File: src/hdl/upar_pkg.sv
package upar_pkg;
    // Register addresses (6-bit immediate address field)
    localparam logic [5:0] ADDR_IFC_WR = 6'h07;
    localparam logic [5:0] ADDR_IFC_SET = 6'h08;
    localparam logic [5:0] ADDR_IFC_CLR = 6'h09;
    localparam logic [5:0] ADDR_DEBUG = 6'h15;
    localparam logic [5:0] ADDR_SCR_WR = 6'h16;
    localparam logic [5:0] ADDR_SCR_SET = 6'h17;
    localparam logic [5:0] ADDR_SCR_CLR = 6'h18;
    localparam logic [5:0] ADDR_KIT_WR = 6'h19;
    localparam logic [5:0] ADDR_KIT_SET = 6'h1A;
    localparam logic [5:0] ADDR_KIT_CLR = 6'h1B;
    localparam logic [5:0] ADDR_DRV = 6'h31;
    localparam logic [5:0] ADDR_USB = 6'h35;

    // Field positions
    localparam int IFC_KIT_MODE_BIT = 2;
    localparam int IFC_PROT_DIS_BIT = 7;
    localparam int KIT_TX_BIT = 2;
    localparam int KIT_RX_BIT = 3;
    localparam int DRV_LEVEL_LSB = 0;
    localparam int DRV_EDGE_BIT = 2;
    localparam int USB_EN_BIT = 4'h2;

    // Writable-bit masks and reset values
    localparam logic [7:0] IFC_MASK = 8'h84;
    localparam logic [7:0] KIT_MASK = 8'h0C;
    localparam logic [7:0] DRV_MASK = 8'h07;
    localparam logic [7:0] USB_MASK = 8'h04;
    localparam logic [7:0] IFC_RST = 8'h00;
    localparam logic [7:0] SCR_RST = 8'h00;
    localparam logic [7:0] KIT_RST = 8'h00;
    localparam logic [7:0] DRV_RST = 8'h00;
    localparam logic [7:0] USB_RST = 8'h00;

    // Kind of register access
    typedef enum logic [1:0] {
        UPAR_OP_NONE,
        UPAR_OP_WR,
        UPAR_OP_SET,
        UPAR_OP_CLR
    } upar_op_t;

    // One register access from the ULPI command decoder
    typedef struct packed {
        logic rd;
        logic wr;
        logic [5:0] addr;
        logic [7:0] wdata;
    } upar_req_t;

    // UART pass-through pin drive
    typedef struct packed {
        logic dm_out;
        logic dm_oe;
        logic data1_out;
        logic data1_oe;
    } upar_uart_pins_t;
endpackage

File: src/hdl/upar_regs.sv
`timescale 1ns/1ns
//////////////////////////////////////////////////////////////////////////////
module upar_regs (
    input wire logic i_clk, // 25 MHz ULPI clock
    input wire logic i_rst_n, // Asynchronous reset, active low
    input wire logic i_ce, // Clock enable, freezes all state when low
    input wire upar_pkg::upar_req_t i_req, // Register access from command decoder
    input wire logic i_kit_exit, // Pulse: kit UART operation has ended
    input wire logic [1:0] i_line_state, // Raw USB line state (async)
    input wire logic i_data0_pin, // ULPI data line 0 pin level (async)
    input wire logic i_dp_pin, // USB plus line level (async)
    output logic [7:0] o_rdata, // Read data
    output logic o_rd_valid, // Read data valid pulse
    output logic o_serial_kit_mode_en, // Kit UART pass-through active
    output logic o_protect_pull_en, // Interface protect pulls enabled
    output logic [1:0] o_output_drive_level, // Output drive level
    output logic o_edge_rate_sel, // 1 fast edges, 0 slow
    output logic o_usb_port_en, // USB interface enable
    output upar_pkg::upar_uart_pins_t o_uart_pins // UART pass-through pin drive
);

    //////////////////////////////////////////////////////////////////////////
    // Helpers

    // Decode a write/set/clear triple starting at base address
    function automatic upar_pkg::upar_op_t op_of(input logic [5:0] addr,
                                                  input logic [5:0] base);
        if (addr == base) begin
            op_of = upar_pkg::UPAR_OP_WR;
        end else if (addr == base + 6'h01) begin
            op_of = upar_pkg::UPAR_OP_SET;
        end else if (addr == base + 6'h02) begin
            op_of = upar_pkg::UPAR_OP_CLR;
        end else begin
            op_of = upar_pkg::UPAR_OP_NONE;
        end
    endfunction

    // Apply an access to a register, touching only its writable bits
    function automatic logic [7:0] apply(input logic [7:0] cur,
                                         input logic [7:0] wd,
                                         input upar_pkg::upar_op_t op,
                                         input logic [7:0] mask);
        logic [7:0] v;
        v = cur;
        unique case (op)
            upar_pkg::UPAR_OP_WR: v = wd;
            upar_pkg::UPAR_OP_SET: v = cur | wd;
            upar_pkg::UPAR_OP_CLR: v = cur & ~wd;
            upar_pkg::UPAR_OP_NONE: v = cur;
        endcase
        apply = (v & mask) | (cur & ~mask);
    endfunction

    //////////////////////////////////////////////////////////////////////////
    // Access decode

    logic wr_en;
    upar_pkg::upar_op_t ifc_op, scr_op, kit_op;
    upar_pkg::upar_op_t drv_op, usb_op;

    // Six-bit address picks the register and the access kind
    assign wr_en = i_ce && i_req.wr;
    assign ifc_op = wr_en ? op_of(i_req.addr, upar_pkg::ADDR_IFC_WR)
                          : upar_pkg::UPAR_OP_NONE;
    assign scr_op = wr_en ? op_of(i_req.addr, upar_pkg::ADDR_SCR_WR)
                          : upar_pkg::UPAR_OP_NONE;
    assign kit_op = wr_en ? op_of(i_req.addr, upar_pkg::ADDR_KIT_WR)
                          : upar_pkg::UPAR_OP_NONE;
    // Vendor registers take plain writes only
    assign drv_op = (wr_en && i_req.addr == upar_pkg::ADDR_DRV)
                    ? upar_pkg::UPAR_OP_WR : upar_pkg::UPAR_OP_NONE;
    assign usb_op = (wr_en && i_req.addr == upar_pkg::ADDR_USB)
                    ? upar_pkg::UPAR_OP_WR : upar_pkg::UPAR_OP_NONE;

    //////////////////////////////////////////////////////////////////////////
    // Registers

    logic [7:0] ifc_r, scr_r, kit_r, drv_r, usb_r;
    logic [7:0] ifc_nxt;

    // Exit clears kit mode, but a link write in the same cycle wins so
    // software intent is never silently dropped
    always_comb begin
        ifc_nxt = ifc_r;
        if (i_kit_exit) begin
            ifc_nxt[upar_pkg::IFC_KIT_MODE_BIT] = 1'b0;
        end
        ifc_nxt = apply(ifc_nxt, i_req.wdata, ifc_op, upar_pkg::IFC_MASK);
    end

    // Interface control
    always_ff @(posedge i_clk or negedge i_rst_n) begin
        if (!i_rst_n) begin
            ifc_r <= upar_pkg::IFC_RST;
        end else if (i_ce) begin
            ifc_r <= ifc_nxt;
        end
    end

    // Scratch byte, no side effects
    always_ff @(posedge i_clk or negedge i_rst_n) begin
        if (!i_rst_n) begin
            scr_r <= upar_pkg::SCR_RST;
        end else if (i_ce) begin
            scr_r <= apply(scr_r, i_req.wdata, scr_op, 8'hFF);
        end
    end

    // Kit UART routing control
    always_ff @(posedge i_clk or negedge i_rst_n) begin
        if (!i_rst_n) begin
            kit_r <= upar_pkg::KIT_RST;
        end else if (i_ce) begin
            kit_r <= apply(kit_r, i_req.wdata, kit_op, upar_pkg::KIT_MASK);
        end
    end

    // Vendor registers; reserved bits are not stored, so they read zero
    always_ff @(posedge i_clk or negedge i_rst_n) begin
        if (!i_rst_n) begin
            drv_r <= upar_pkg::DRV_RST;
            usb_r <= upar_pkg::USB_RST;
        end else if (i_ce) begin
            drv_r <= apply(drv_r, i_req.wdata, drv_op, upar_pkg::DRV_MASK);
            usb_r <= apply(usb_r, i_req.wdata, usb_op, upar_pkg::USB_MASK);
        end
    end

    //////////////////////////////////////////////////////////////////////////
    // Pin synchronisers

    logic [3:0] pin_s1_r, pin_s2_r;

    // Two stages for every asynchronous pin input
    always_ff @(posedge i_clk or negedge i_rst_n) begin
        if (!i_rst_n) begin
            pin_s1_r <= 4'h0;
            pin_s2_r <= 4'h0;
        end else if (i_ce) begin
            pin_s1_r <= {i_dp_pin, i_data0_pin, i_line_state};
            pin_s2_r <= pin_s1_r;
        end
    end

    //////////////////////////////////////////////////////////////////////////
    // Read path

    logic [7:0] rd_nxt;

    // Unmapped addresses read as zero
    always_comb begin
        rd_nxt = 8'h00;
        if (op_of(i_req.addr, upar_pkg::ADDR_IFC_WR) != upar_pkg::UPAR_OP_NONE) begin
            rd_nxt = ifc_r & upar_pkg::IFC_MASK;
        end else if (op_of(i_req.addr, upar_pkg::ADDR_SCR_WR) != upar_pkg::UPAR_OP_NONE) begin
            rd_nxt = scr_r;
        end else if (op_of(i_req.addr, upar_pkg::ADDR_KIT_WR) != upar_pkg::UPAR_OP_NONE) begin
            rd_nxt = kit_r & upar_pkg::KIT_MASK;
        end else if (i_req.addr == upar_pkg::ADDR_DEBUG) begin
            rd_nxt = {6'h00, pin_s2_r[1:0]};
        end else if (i_req.addr == upar_pkg::ADDR_DRV) begin
            rd_nxt = drv_r & upar_pkg::DRV_MASK;
        end else if (i_req.addr == upar_pkg::ADDR_USB) begin
            rd_nxt = usb_r & upar_pkg::USB_MASK;
        end
    end

    // Read data registered one cycle after the request
    always_ff @(posedge i_clk or negedge i_rst_n) begin
        if (!i_rst_n) begin
            o_rdata <= 8'h00;
            o_rd_valid <= 1'b0;
        end else if (i_ce) begin
            o_rd_valid <= i_req.rd;
            if (i_req.rd) begin
                o_rdata <= rd_nxt;
            end
        end
    end

    //////////////////////////////////////////////////////////////////////////
    // Control outputs and UART routing

    logic kit_on;
    assign kit_on = ifc_r[upar_pkg::IFC_KIT_MODE_BIT];

    // Outputs follow their register bits one cycle later; UART data outputs follow the synchronised pins
    always_ff @(posedge i_clk or negedge i_rst_n) begin
        if (!i_rst_n) begin
            o_serial_kit_mode_en <= 1'b0;
            o_protect_pull_en <= 1'b1;
            o_output_drive_level <= 2'h0;
            o_edge_rate_sel <= 1'b0;
            o_usb_port_en <= 1'b0;
            o_uart_pins <= '0;
        end else if (i_ce) begin
            o_serial_kit_mode_en <= kit_on;
            o_protect_pull_en <= ~ifc_r[upar_pkg::IFC_PROT_DIS_BIT];
            o_output_drive_level <= drv_r[upar_pkg::DRV_LEVEL_LSB +: 2];
            o_edge_rate_sel <= drv_r[upar_pkg::DRV_EDGE_BIT];
            o_usb_port_en <= usb_r[upar_pkg::USB_EN_BIT];
            // Routing bits are dead unless kit mode is on
            o_uart_pins.dm_oe <= kit_on & kit_r[upar_pkg::KIT_TX_BIT];
            o_uart_pins.dm_out <= pin_s2_r[2];
            o_uart_pins.data1_oe <= kit_on & kit_r[upar_pkg::KIT_RX_BIT];
            o_uart_pins.data1_out <= pin_s2_r[3];
        end
    end

    //////////////////////////////////////////////////////////////////////////
    // Assertions

    a_scratch_write: assert property (@(posedge i_clk) disable iff (!i_rst_n)
        i_ce && i_req.wr && i_req.addr == upar_pkg::ADDR_SCR_WR
        |=> scr_r == $past(i_req.wdata))
        else $error("scratch write not stored");

    a_scratch_set: assert property (@(posedge i_clk) disable iff (!i_rst_n)
        i_ce && i_req.wr && i_req.addr == upar_pkg::ADDR_SCR_SET
        |=> scr_r == ($past(scr_r) | $past(i_req.wdata)))
        else $error("scratch set wrong");

    a_scratch_clear: assert property (@(posedge i_clk) disable iff (!i_rst_n)
        i_ce && i_req.wr && i_req.addr == upar_pkg::ADDR_SCR_CLR
        |=> scr_r == ($past(scr_r) & ~$past(i_req.wdata)))
        else $error("scratch clear wrong");

    a_kit_mode_exit: assert property (@(posedge i_clk) disable iff (!i_rst_n)
        i_ce && i_kit_exit && ifc_op == upar_pkg::UPAR_OP_NONE
        |=> !ifc_r[upar_pkg::IFC_KIT_MODE_BIT])
        else $error("kit mode not cleared on exit");

    a_route_gated: assert property (@(posedge i_clk) disable iff (!i_rst_n)
        i_ce && !kit_on |=> !o_uart_pins.dm_oe && !o_uart_pins.data1_oe)
        else $error("routing active outside kit mode");

    a_debug_read: assert property (@(posedge i_clk) disable iff (!i_rst_n)
        i_ce && i_req.rd && i_req.addr == upar_pkg::ADDR_DEBUG
        |=> o_rd_valid && o_rdata == {6'h00, $past(pin_s2_r[1:0])})
        else $error("debug read wrong");

    a_usb_reserved: assert property (@(posedge i_clk) disable iff (!i_rst_n)
        i_ce && i_req.rd && i_req.addr == upar_pkg::ADDR_USB
        |=> o_rdata[1:0] == 2'h0 && o_rdata[7:3] == 5'h00)
        else $error("usb reserved bits not zero");

    a_drive_level: assert property (@(posedge i_clk) disable iff (!i_rst_n)
        i_ce && i_req.wr && i_req.addr == upar_pkg::ADDR_DRV ##1 i_ce
        |=> o_output_drive_level == $past(i_req.wdata[1:0], 2))
        else $error("drive level not applied");

    a_protect_bit: assert property (@(posedge i_clk) disable iff (!i_rst_n)
        i_ce |=> o_protect_pull_en == !$past(ifc_r[upar_pkg::IFC_PROT_DIS_BIT]))
        else $error("protect pulls wrong");

    a_usb_enable: assert property (@(posedge i_clk) disable iff (!i_rst_n)
        i_ce && i_req.wr && i_req.addr == upar_pkg::ADDR_USB ##1 i_ce
        |=> o_usb_port_en == $past(i_req.wdata[2], 2))
        else $error("usb enable not applied");

    a_ifc_write: assert property (@(posedge i_clk) disable iff (!i_rst_n)
        i_ce && i_req.wr && i_req.addr == upar_pkg::ADDR_IFC_WR
        |=> (ifc_r & upar_pkg::IFC_MASK) == ($past(i_req.wdata) & upar_pkg::IFC_MASK))
        else $error("interface control write not stored");

    a_ifc_read: assert property (@(posedge i_clk) disable iff (!i_rst_n)
        i_ce && i_req.rd && i_req.addr >= upar_pkg::ADDR_IFC_WR
        && i_req.addr <= upar_pkg::ADDR_IFC_CLR
        |=> o_rd_valid && o_rdata == ($past(ifc_r) & upar_pkg::IFC_MASK))
        else $error("interface control read wrong");

    a_kit_set: assert property (@(posedge i_clk) disable iff (!i_rst_n)
        i_ce && i_req.wr && i_req.addr == upar_pkg::ADDR_KIT_SET
        |=> (kit_r & upar_pkg::KIT_MASK)
            == (($past(kit_r) | $past(i_req.wdata)) & upar_pkg::KIT_MASK))
        else $error("kit control set wrong");

    a_tx_route: assert property (@(posedge i_clk) disable iff (!i_rst_n)
        i_ce && kit_on && kit_r[upar_pkg::KIT_TX_BIT]
        |=> o_uart_pins.dm_oe && o_uart_pins.dm_out == $past(pin_s2_r[2]))
        else $error("transmit route wrong");

    a_rx_route: assert property (@(posedge i_clk) disable iff (!i_rst_n)
        i_ce && kit_on && kit_r[upar_pkg::KIT_RX_BIT]
        |=> o_uart_pins.data1_oe && o_uart_pins.data1_out == $past(pin_s2_r[3]))
        else $error("receive route wrong");

    a_edge_rate: assert property (@(posedge i_clk) disable iff (!i_rst_n)
        i_ce && i_req.wr && i_req.addr == upar_pkg::ADDR_DRV ##1 i_ce
        |=> o_edge_rate_sel == $past(i_req.wdata[upar_pkg::DRV_EDGE_BIT], 2))
        else $error("edge rate not applied");

endmodule

File: config.mk
export PLATFORM = sky130hd
export DESIGN_NAME = upar_regs
export DESIGN_NICKNAME = d
export VERILOG_FILES = /design/src/hdl/upar_pkg.sv /design/src/hdl/upar_regs.sv
export SDC_FILE = /design/constraint.sdc
export NUM_CORES = 1
export LEC_CHECK = 0
export BUFFER_PORTS_ARGS = -buffer_cell sky130_fd_sc_hd__clkbuf_2
export CORE_ASPECT_RATIO = 1.4
export CORE_MARGIN = 2
export CORE_UTILIZATION = 54
export DETAILED_ROUTE_END_ITERATION = 8
export GPL_TIMING_DRIVEN = 0
export MAX_ROUTING_LAYER = met4
export PLACE_DENSITY_LB_ADDON = 0.1
export SLEW_MARGIN = 15
export SYNTH_ARGS = -nofsm -noshare
export SYNTH_HDL_FRONTEND = slang
export SYNTH_SLANG_ARGS = --single-unit
export TNS_END_PERCENT = 10
File: constraint.sdc
create_clock -name i_clk -period 1.2 [get_ports i_clk]
set_input_delay 0.12 -clock i_clk [delete_from_list [all_inputs] [get_ports i_clk]]
set_output_delay 0.12 -clock i_clk [all_outputs]
set_load 0.05 [all_outputs]
==> impl_metrics.toml, run 1 <==
[outcome]
status = "finished with violations"
violations = "negative hold slack, negative setup slack"

[timing]
tightestPinTransition_ns = 1.03
finalCritPeriodShare_pct = 106
slew_headroom_pct = 31.5
whs_ns = -0.0115
finalSetupViolCount = 8
rsz0062_at_grt = "true"
min_period_ns = 1.27
maxSlewViolCount = 0
hold_viol = 16
max_clock_freq_mhz = 787
clock_skew_ns = 0.0129
fin_ws_ns = -0.0702

[floorplanning]
start_util_pct = 56.4
core_um2 = 3640
dieHeight_um = 77.0
num_rows = 26
die-area_um2 = 4320
ioPinCount = 43
die_w_um = 56.1

[power_and_ir_drop]
switching_share_pct = 31.6
finalPower_mw = 3.28
p_sw_mw = 1.04
pwr-share-comb_pct = 21.3
seq_power_share_pct = 51.7
leakagePower_nw = 1.17
clkPwrFrac_pct = 26.9
power.density_nw_per_um2 = 1270
peakVddDrop_mv = 1.15
p_int_mw = 2.24

[global_routing]
grt_max_degree = 44
overflow = 0
antenna_found_initial = 0
grt_pass1_wl_um = 8180
grt_pass1_vias = 1744
grtUsageTotal_pct = 25.1

[synth]
syn_inst = 188
syn_area_per_cell_um2 = 10.9
yosys.area_share.xor_xnor_pct = 0
yosys_warnings = 0
synthAdderAreaFrac_pct = 0
synth.area.mux_share_pct = 11.9
synth_cell_types = 44
yosys.area_share.simple_pct = 13.6
mappedNetlistArea_um2 = 2060
synth_top_family_by_area = "compound AO/OA/AOI/OAI gates"
syn-num-nets = 212
seq_area_frac_synth_pct = 52.4
synth-compound-area-share_pct = 18.9
ys_seq_elements = 43

[final_layout]
syn2layout_area_growth_pct = 25.4
drive_gt1_share_pct = 39.8
n_fill_cell = 296
num_antenna_cells = 0
regArea_um2 = 1080
multi_input_area_um2 = 982
layout_common_cells = "dfrtp_1, clkbuf_2, mux2_2, nand2_1, o21ai_1"
final_common_cell = "dfrtp_1"
nNetsFinal = 264

[detailed_routing]
ant_nets = 0
routed_via_density = 6.00
drtIter0Drc = 85
drt_first_pass_iters = 4
vias = 1697
drcViolationCount = 0
drt_wl_total_um = 4840
wl_per_cell_um = 17.1

[worst_hold_path]
hp-class = "input port to async pin"

[run]
maxCapViolations = 0

[clock_tree]
htreeDepth = 2
clockBufferDepth = 2
clkSinkCount = 43
clockRootBuffer = "clkbuf_8"
worst_skew_pair.late_latency_ns = 0.30
cts_buffers = 5
cts_tree = "built"
cts.hold.buffers_added = 0
path_clk_slew_ns = 0.08

[setup_path]
cp_max_fo = 9
worst_setup_path_start_kind = "input port"
end_kind = "flop"
required_ns = 1.44
crit_type = "input port to flop"
critical_path_arrival_ns = 1.51

[placement]
hpwl_um = 3460
port_buffers = 39
gp_congestion = 0.855
[Yosys cell counts]
library cell	count	share of area [%]
a221o_1	1	0.49
o21ai_0	16	3.9
nor4bb_1	1	0.49
mux2i_1	2	0.97
a21o_1	2	0.73
o31ai_1	2	0.73
a2111o_1	1	0.55
or2_2	2	0.61
o22ai_1	1	0.30
mux2_2	20	11
dfrtp_1	42	51
nor2_1	6	1.1
or4b_1	1	0.49
nor4_1	1	0.30
a22oi_1	3	1.1
a2bb2oi_1	1	0.43
o31ai_2	1	0.61
a211oi_1	1	0.37
nor2b_1	2	0.61
a32o_1	1	0.49
clkbuf_1	4	0.73
a22o_1	4	1.7
and3_1	2	0.61
a211o_1	1	0.43
a21boi_0	1	0.37
a31oi_1	2	0.61
dfstp_2	1	1.3
nand3b_1	1	0.37
o211ai_1	2	0.73
o21ai_1	2	0.49
a32oi_1	1	0.43
a21oi_4	1	0.79
o2bb2a_4	1	0.97
o21a_1	2	0.73
nand2_1	19	3.5
nand2b_1	5	1.5
nor3_1	4	0.97
nand4b_1	3	1.3
o221a_1	1	0.55
nand3_1	5	1.2
a21oi_1	6	1.5
inv_1	8	1.5
or3b_4	1	0.55
buf_2	4	0.97
[path summary, 6_finish.rpt]
kind,startpoint,to,slack (ns),cells after the start
max in group asynchronous,i_rst_n,scr_r[7],0.58,1
max reg2reg,flop,o_rdata[2],0.13,4
min in group i_clk,i_req[1],scr_r[1],0.03,2
min reg2reg,o_rdata[6],o_rdata[6],0.49,2
min,i_rst_n,scr_r[5],-0.01,1
max,i_req[10],o_rdata[7],-0.07,6
[layer usage]
layer / vias to the layer above / track usage (%) / part of all wire [%]
met2: 46 / 43.1 / 54
met3: 10 / 6.07 / 4.3
li1: 796 / - / -
met1: 845 / 28.2 / 40
met5: - / - / 0
met4: 0 / 9.29 / 2.3
[logic make-up (layout without fill, tap and decap cells)]
| family | after synthesis | after routing |
|---|---|---|
| AOI/OAI and AO/OA | 54 | 54 |
| and+or+nand+nor | 53 | 53 |
| buffers and inverters | 16 | 69 |
| muxes | 22 | 22 |
| DFF | 43 | 43 |
[final cells by class]
cell class | instances | area share, %
Clock buffer | 6 | 2.82
Tap cell | 42 | 2.04
Timing Repair Buffer | 46 | 11.2
Multi-Input combinational cell | 129 | 38.1
Sequential cell | 43 | 41.8
Buffer | 7 | 2.38
Inverter | 8 | 1.17
Clock inverter | 2 | 0.485
[registers in the layout, indices dropped and copies added, names as in the netlist, named ones only]
name                  cells
o_output_drive_level      2
ifc_r                     2
scr_r                     8
o_edge_rate_sel           1
pin_s2_r                  4
o_serial_kit_mode_en      1
o_rd_valid                1
pin_s1_r                  4
kit_r                     2
o_rdata                   8
o_uart_pins               4
o_usb_port_en             1
o_protect_pull_en         1
[metrics by stage]
| step | utilization [%] | TNS (ns) | instance area [um^2] | instances | worst slack [ns] |
|---|---|---|---|---|---|
| global placement | 64.4 | -15.71 | 2350 | 269 | -0.805 |
| floorplan | - | -5.45 | 2100 | 188 | -0.301 |
| CTS | 68.6 | -0.254 | 2500 | 279 | -0.0706 |
| detailed placement | 64.4 | -18.24 | 2350 | 269 | -0.947 |
| finish | 70.7 | -0.253 | 2580 | 283 | -0.0702 |
| global route | 70.7 | -0.688 | 2580 | 283 | -0.0890 |
[repair_timing]
action | 4_1_cts | 5_1_grt
pin swaps | 5 | 5
endpoints found under the setup margin | 35 | 22
setup buffers | 2 | 4
gates resized for setup | 10 | 15
gates cloned | 0 | 1
[worst max-delay path, stage by stage]
cell	delay, ns
buf_12	0.12
or4b_4	0.61
a21oi_4	0.24
buf_12	0.15
o2bb2a_4	0.16
o21ai_2	0.11
[power groups by stage]
stage / Combinational, mW / Sequential (mW) / Clock, mW
final: 0.699 / 1.70 / 0.884
after detailed placement: 0.665 / 1.73 / 0
after global routing: 0.756 / 1.72 / 0.969
after CTS: 0.684 / 1.70 / 0.916
after floorplan: 0.250 / 1.92 / 0
after global placement: 0.649 / 1.71 / 0
No activity file was read; power rests on OpenSTA's default activity.
==> run 2: changes to the inputs <==
SETUP_SLACK_MARGIN = 0.3   (was unset)
TNS_END_PERCENT = 30   (was 10)
clock period = 1.35 ns   (was 1.2 ns; I/O delays follow)
==> run 2 against run 1 <==
The flow finishes with violations (negative hold slack). Sequential share of layout area fell by 1.7 points. Highest routed layer unchanged. Hold slack got worse by 0.025 ns. Cell count rose by 2.5%. Clock skew fell by 0.0043 ns. Largest cell class unchanged. Critical path depth fell by 1. Routed wire length rose by 5.0%. Largest power group unchanged.
==> impl_metrics.toml, run 2 (synthesis results as in run 1) <==
[outcome]
status = "finished with violations"
violations = "negative hold slack"

[clock_tree]
clkSinkCount = 43
htreeDepth = 2
clockRootBuffer = "clkbuf_8"
clockBufferDepth = 2
path_clk_slew_ns = 0.08
worst_skew_pair.late_latency_ns = 0.31
cts_buffers = 5
cts_tree = "built"

[timing]
clock_skew_ns = 0.00864
slew_headroom_pct = 38.0
finalSetupViolCount = 0
max_clock_freq_mhz = 804
whs_ns = -0.0362
setup-tns-final_ns = 0
maxSlewViolCount = 0
finalCritPeriodShare_pct = 92.1
hold_viol = 42
rsz0062_at_grt = "true"
min_period_ns = 1.24
tightestPinTransition_ns = 0.930
fin_ws_ns = 0.107

[floorplanning]
dieHeight_um = 77.0
core_um2 = 3640
start_util_pct = 56.4
die-area_um2 = 4320
num_rows = 26
ioPinCount = 43
die_w_um = 56.1

[detailed_routing]
drt_wl_total_um = 5080
drt_first_pass_iters = 4
drcViolationCount = 0
drtIter0Drc = 66
routed_via_density = 6.09
vias = 1765
wl_per_cell_um = 17.5
ant_nets = 0

[global_routing]
overflow = 0
grt_max_degree = 44
grtUsageTotal_pct = 25.6
antenna_found_initial = 0
grt_pass1_vias = 1814
grt_pass1_wl_um = 8420

[final_layout]
stdcell_area_um2 = 2690
n_fill_cell = 268
layout_common_cells = "dfrtp_1, clkbuf_2, nand2_1, mux2_2, buf_4"
drive_gt1_share_pct = 43.5
top_regs = "o_rdata x8, scr_r x8"
final_cells = 290
syn2layout_area_growth_pct = 30.7
fin_util_pct = 73.7
final_common_cell = "dfrtp_1"
nNetsFinal = 272
num_antenna_cells = 0

[worst_hold_path]
hp-class = "input port to async pin"

[setup_path]
end_kind = "flop"
worst_setup_path_start_kind = "input port"
cp-startpoint = "i_req[11]"
crit_buf_inv = 1
crit_type = "input port to flop"
required_ns = 1.54
cp_slowest_cell = "a2111o_1"
cp_max_fo = 9
critical-path-top-delay-family = "compound AO/OA/AOI/OAI gates"
critical_path_arrival_ns = 1.43
max_stage_delay_ns = 0.41
cp_cell_sequence = "clkbuf_16 > or3b_4 > a2111o_1 > o21a_1 > o221a_1"

[placement]
port_buffers = 39
hpwl_um = 3470
post_dp_cell_area_um2 = 2350
dp.cells = 269
gp_congestion = 0.844
dp_slack_ns = -0.782

[power_and_ir_drop]
leakagePower_nw = 1.22
power.density_nw_per_um2 = 1120
finalPower_mw = 3.00
peakVddDrop_mv = 1.11

[run]
maxCapViolations = 0
==> run 2: layout make-up <==
class	instances	area (um^2)	share of cell area, %
clock buffer	6	82.6	3.07
inverter	8	30.0	1.12
clock inverter	1	5.00	0.186
multi-input combinational	130	1030	38.3
tap	42	52.6	1.96
buffer	8	86.3	3.21
timing repair buffer	52	323	12.0
sequential	43	1080	40.1
==> run 2: path summary, 6_finish.rpt <==
path                       cells after the start  slack [ns]    endpoint
min in group i_clk                             2        0.05    scr_r[1]
max in group asynchronous                      1        0.80    ifc_r[2]
hold reg to reg                                2        0.49  o_rdata[3]
setup reg to reg                               4        0.26  o_rdata[2]
hold / removal                                 1       -0.04    kit_r[3]
setup / recovery                               5        0.11    ifc_r[7]
==> run 2: worst reg2reg max path, delay by kind of cell, from the launching register on <==
kind               cells  cell delay (ns)
and+or+nand+nor        1             0.09
muxes                  1             0.16
DFF                    1             0.39
AOI/OAI and AO/OA      2             0.35
==> run 2: timing repair <==
action	in CTS	in global routing
buffers inserted	9	3
endpoints found under the setup margin	54	42
hold buffers	0	0
hold endpoints to repair	0	0
gates cloned	2	0
resized for setup	20	19
pin swaps	8	7
==> run 2: report_power, final <==
group          switching, mW  internal, mW
logic                  0.416         0.234
clock network          0.439         0.402
registers             0.0927          1.42
total                  0.947          2.05
==> run 2: per-layer routing <==
layer / up-vias / global-route usage (%) / wire length, um / share of wire, %
li1: 813 / - / - / -
met1: 860 / 29.2 / 2020 / 40
met2: 73 / 42.7 / 2590 / 51
met3: 19 / 6.07 / 273 / 5.4
met4: 0 / 11.2 / 199 / 3.9
met5: - / - / 0 / 0
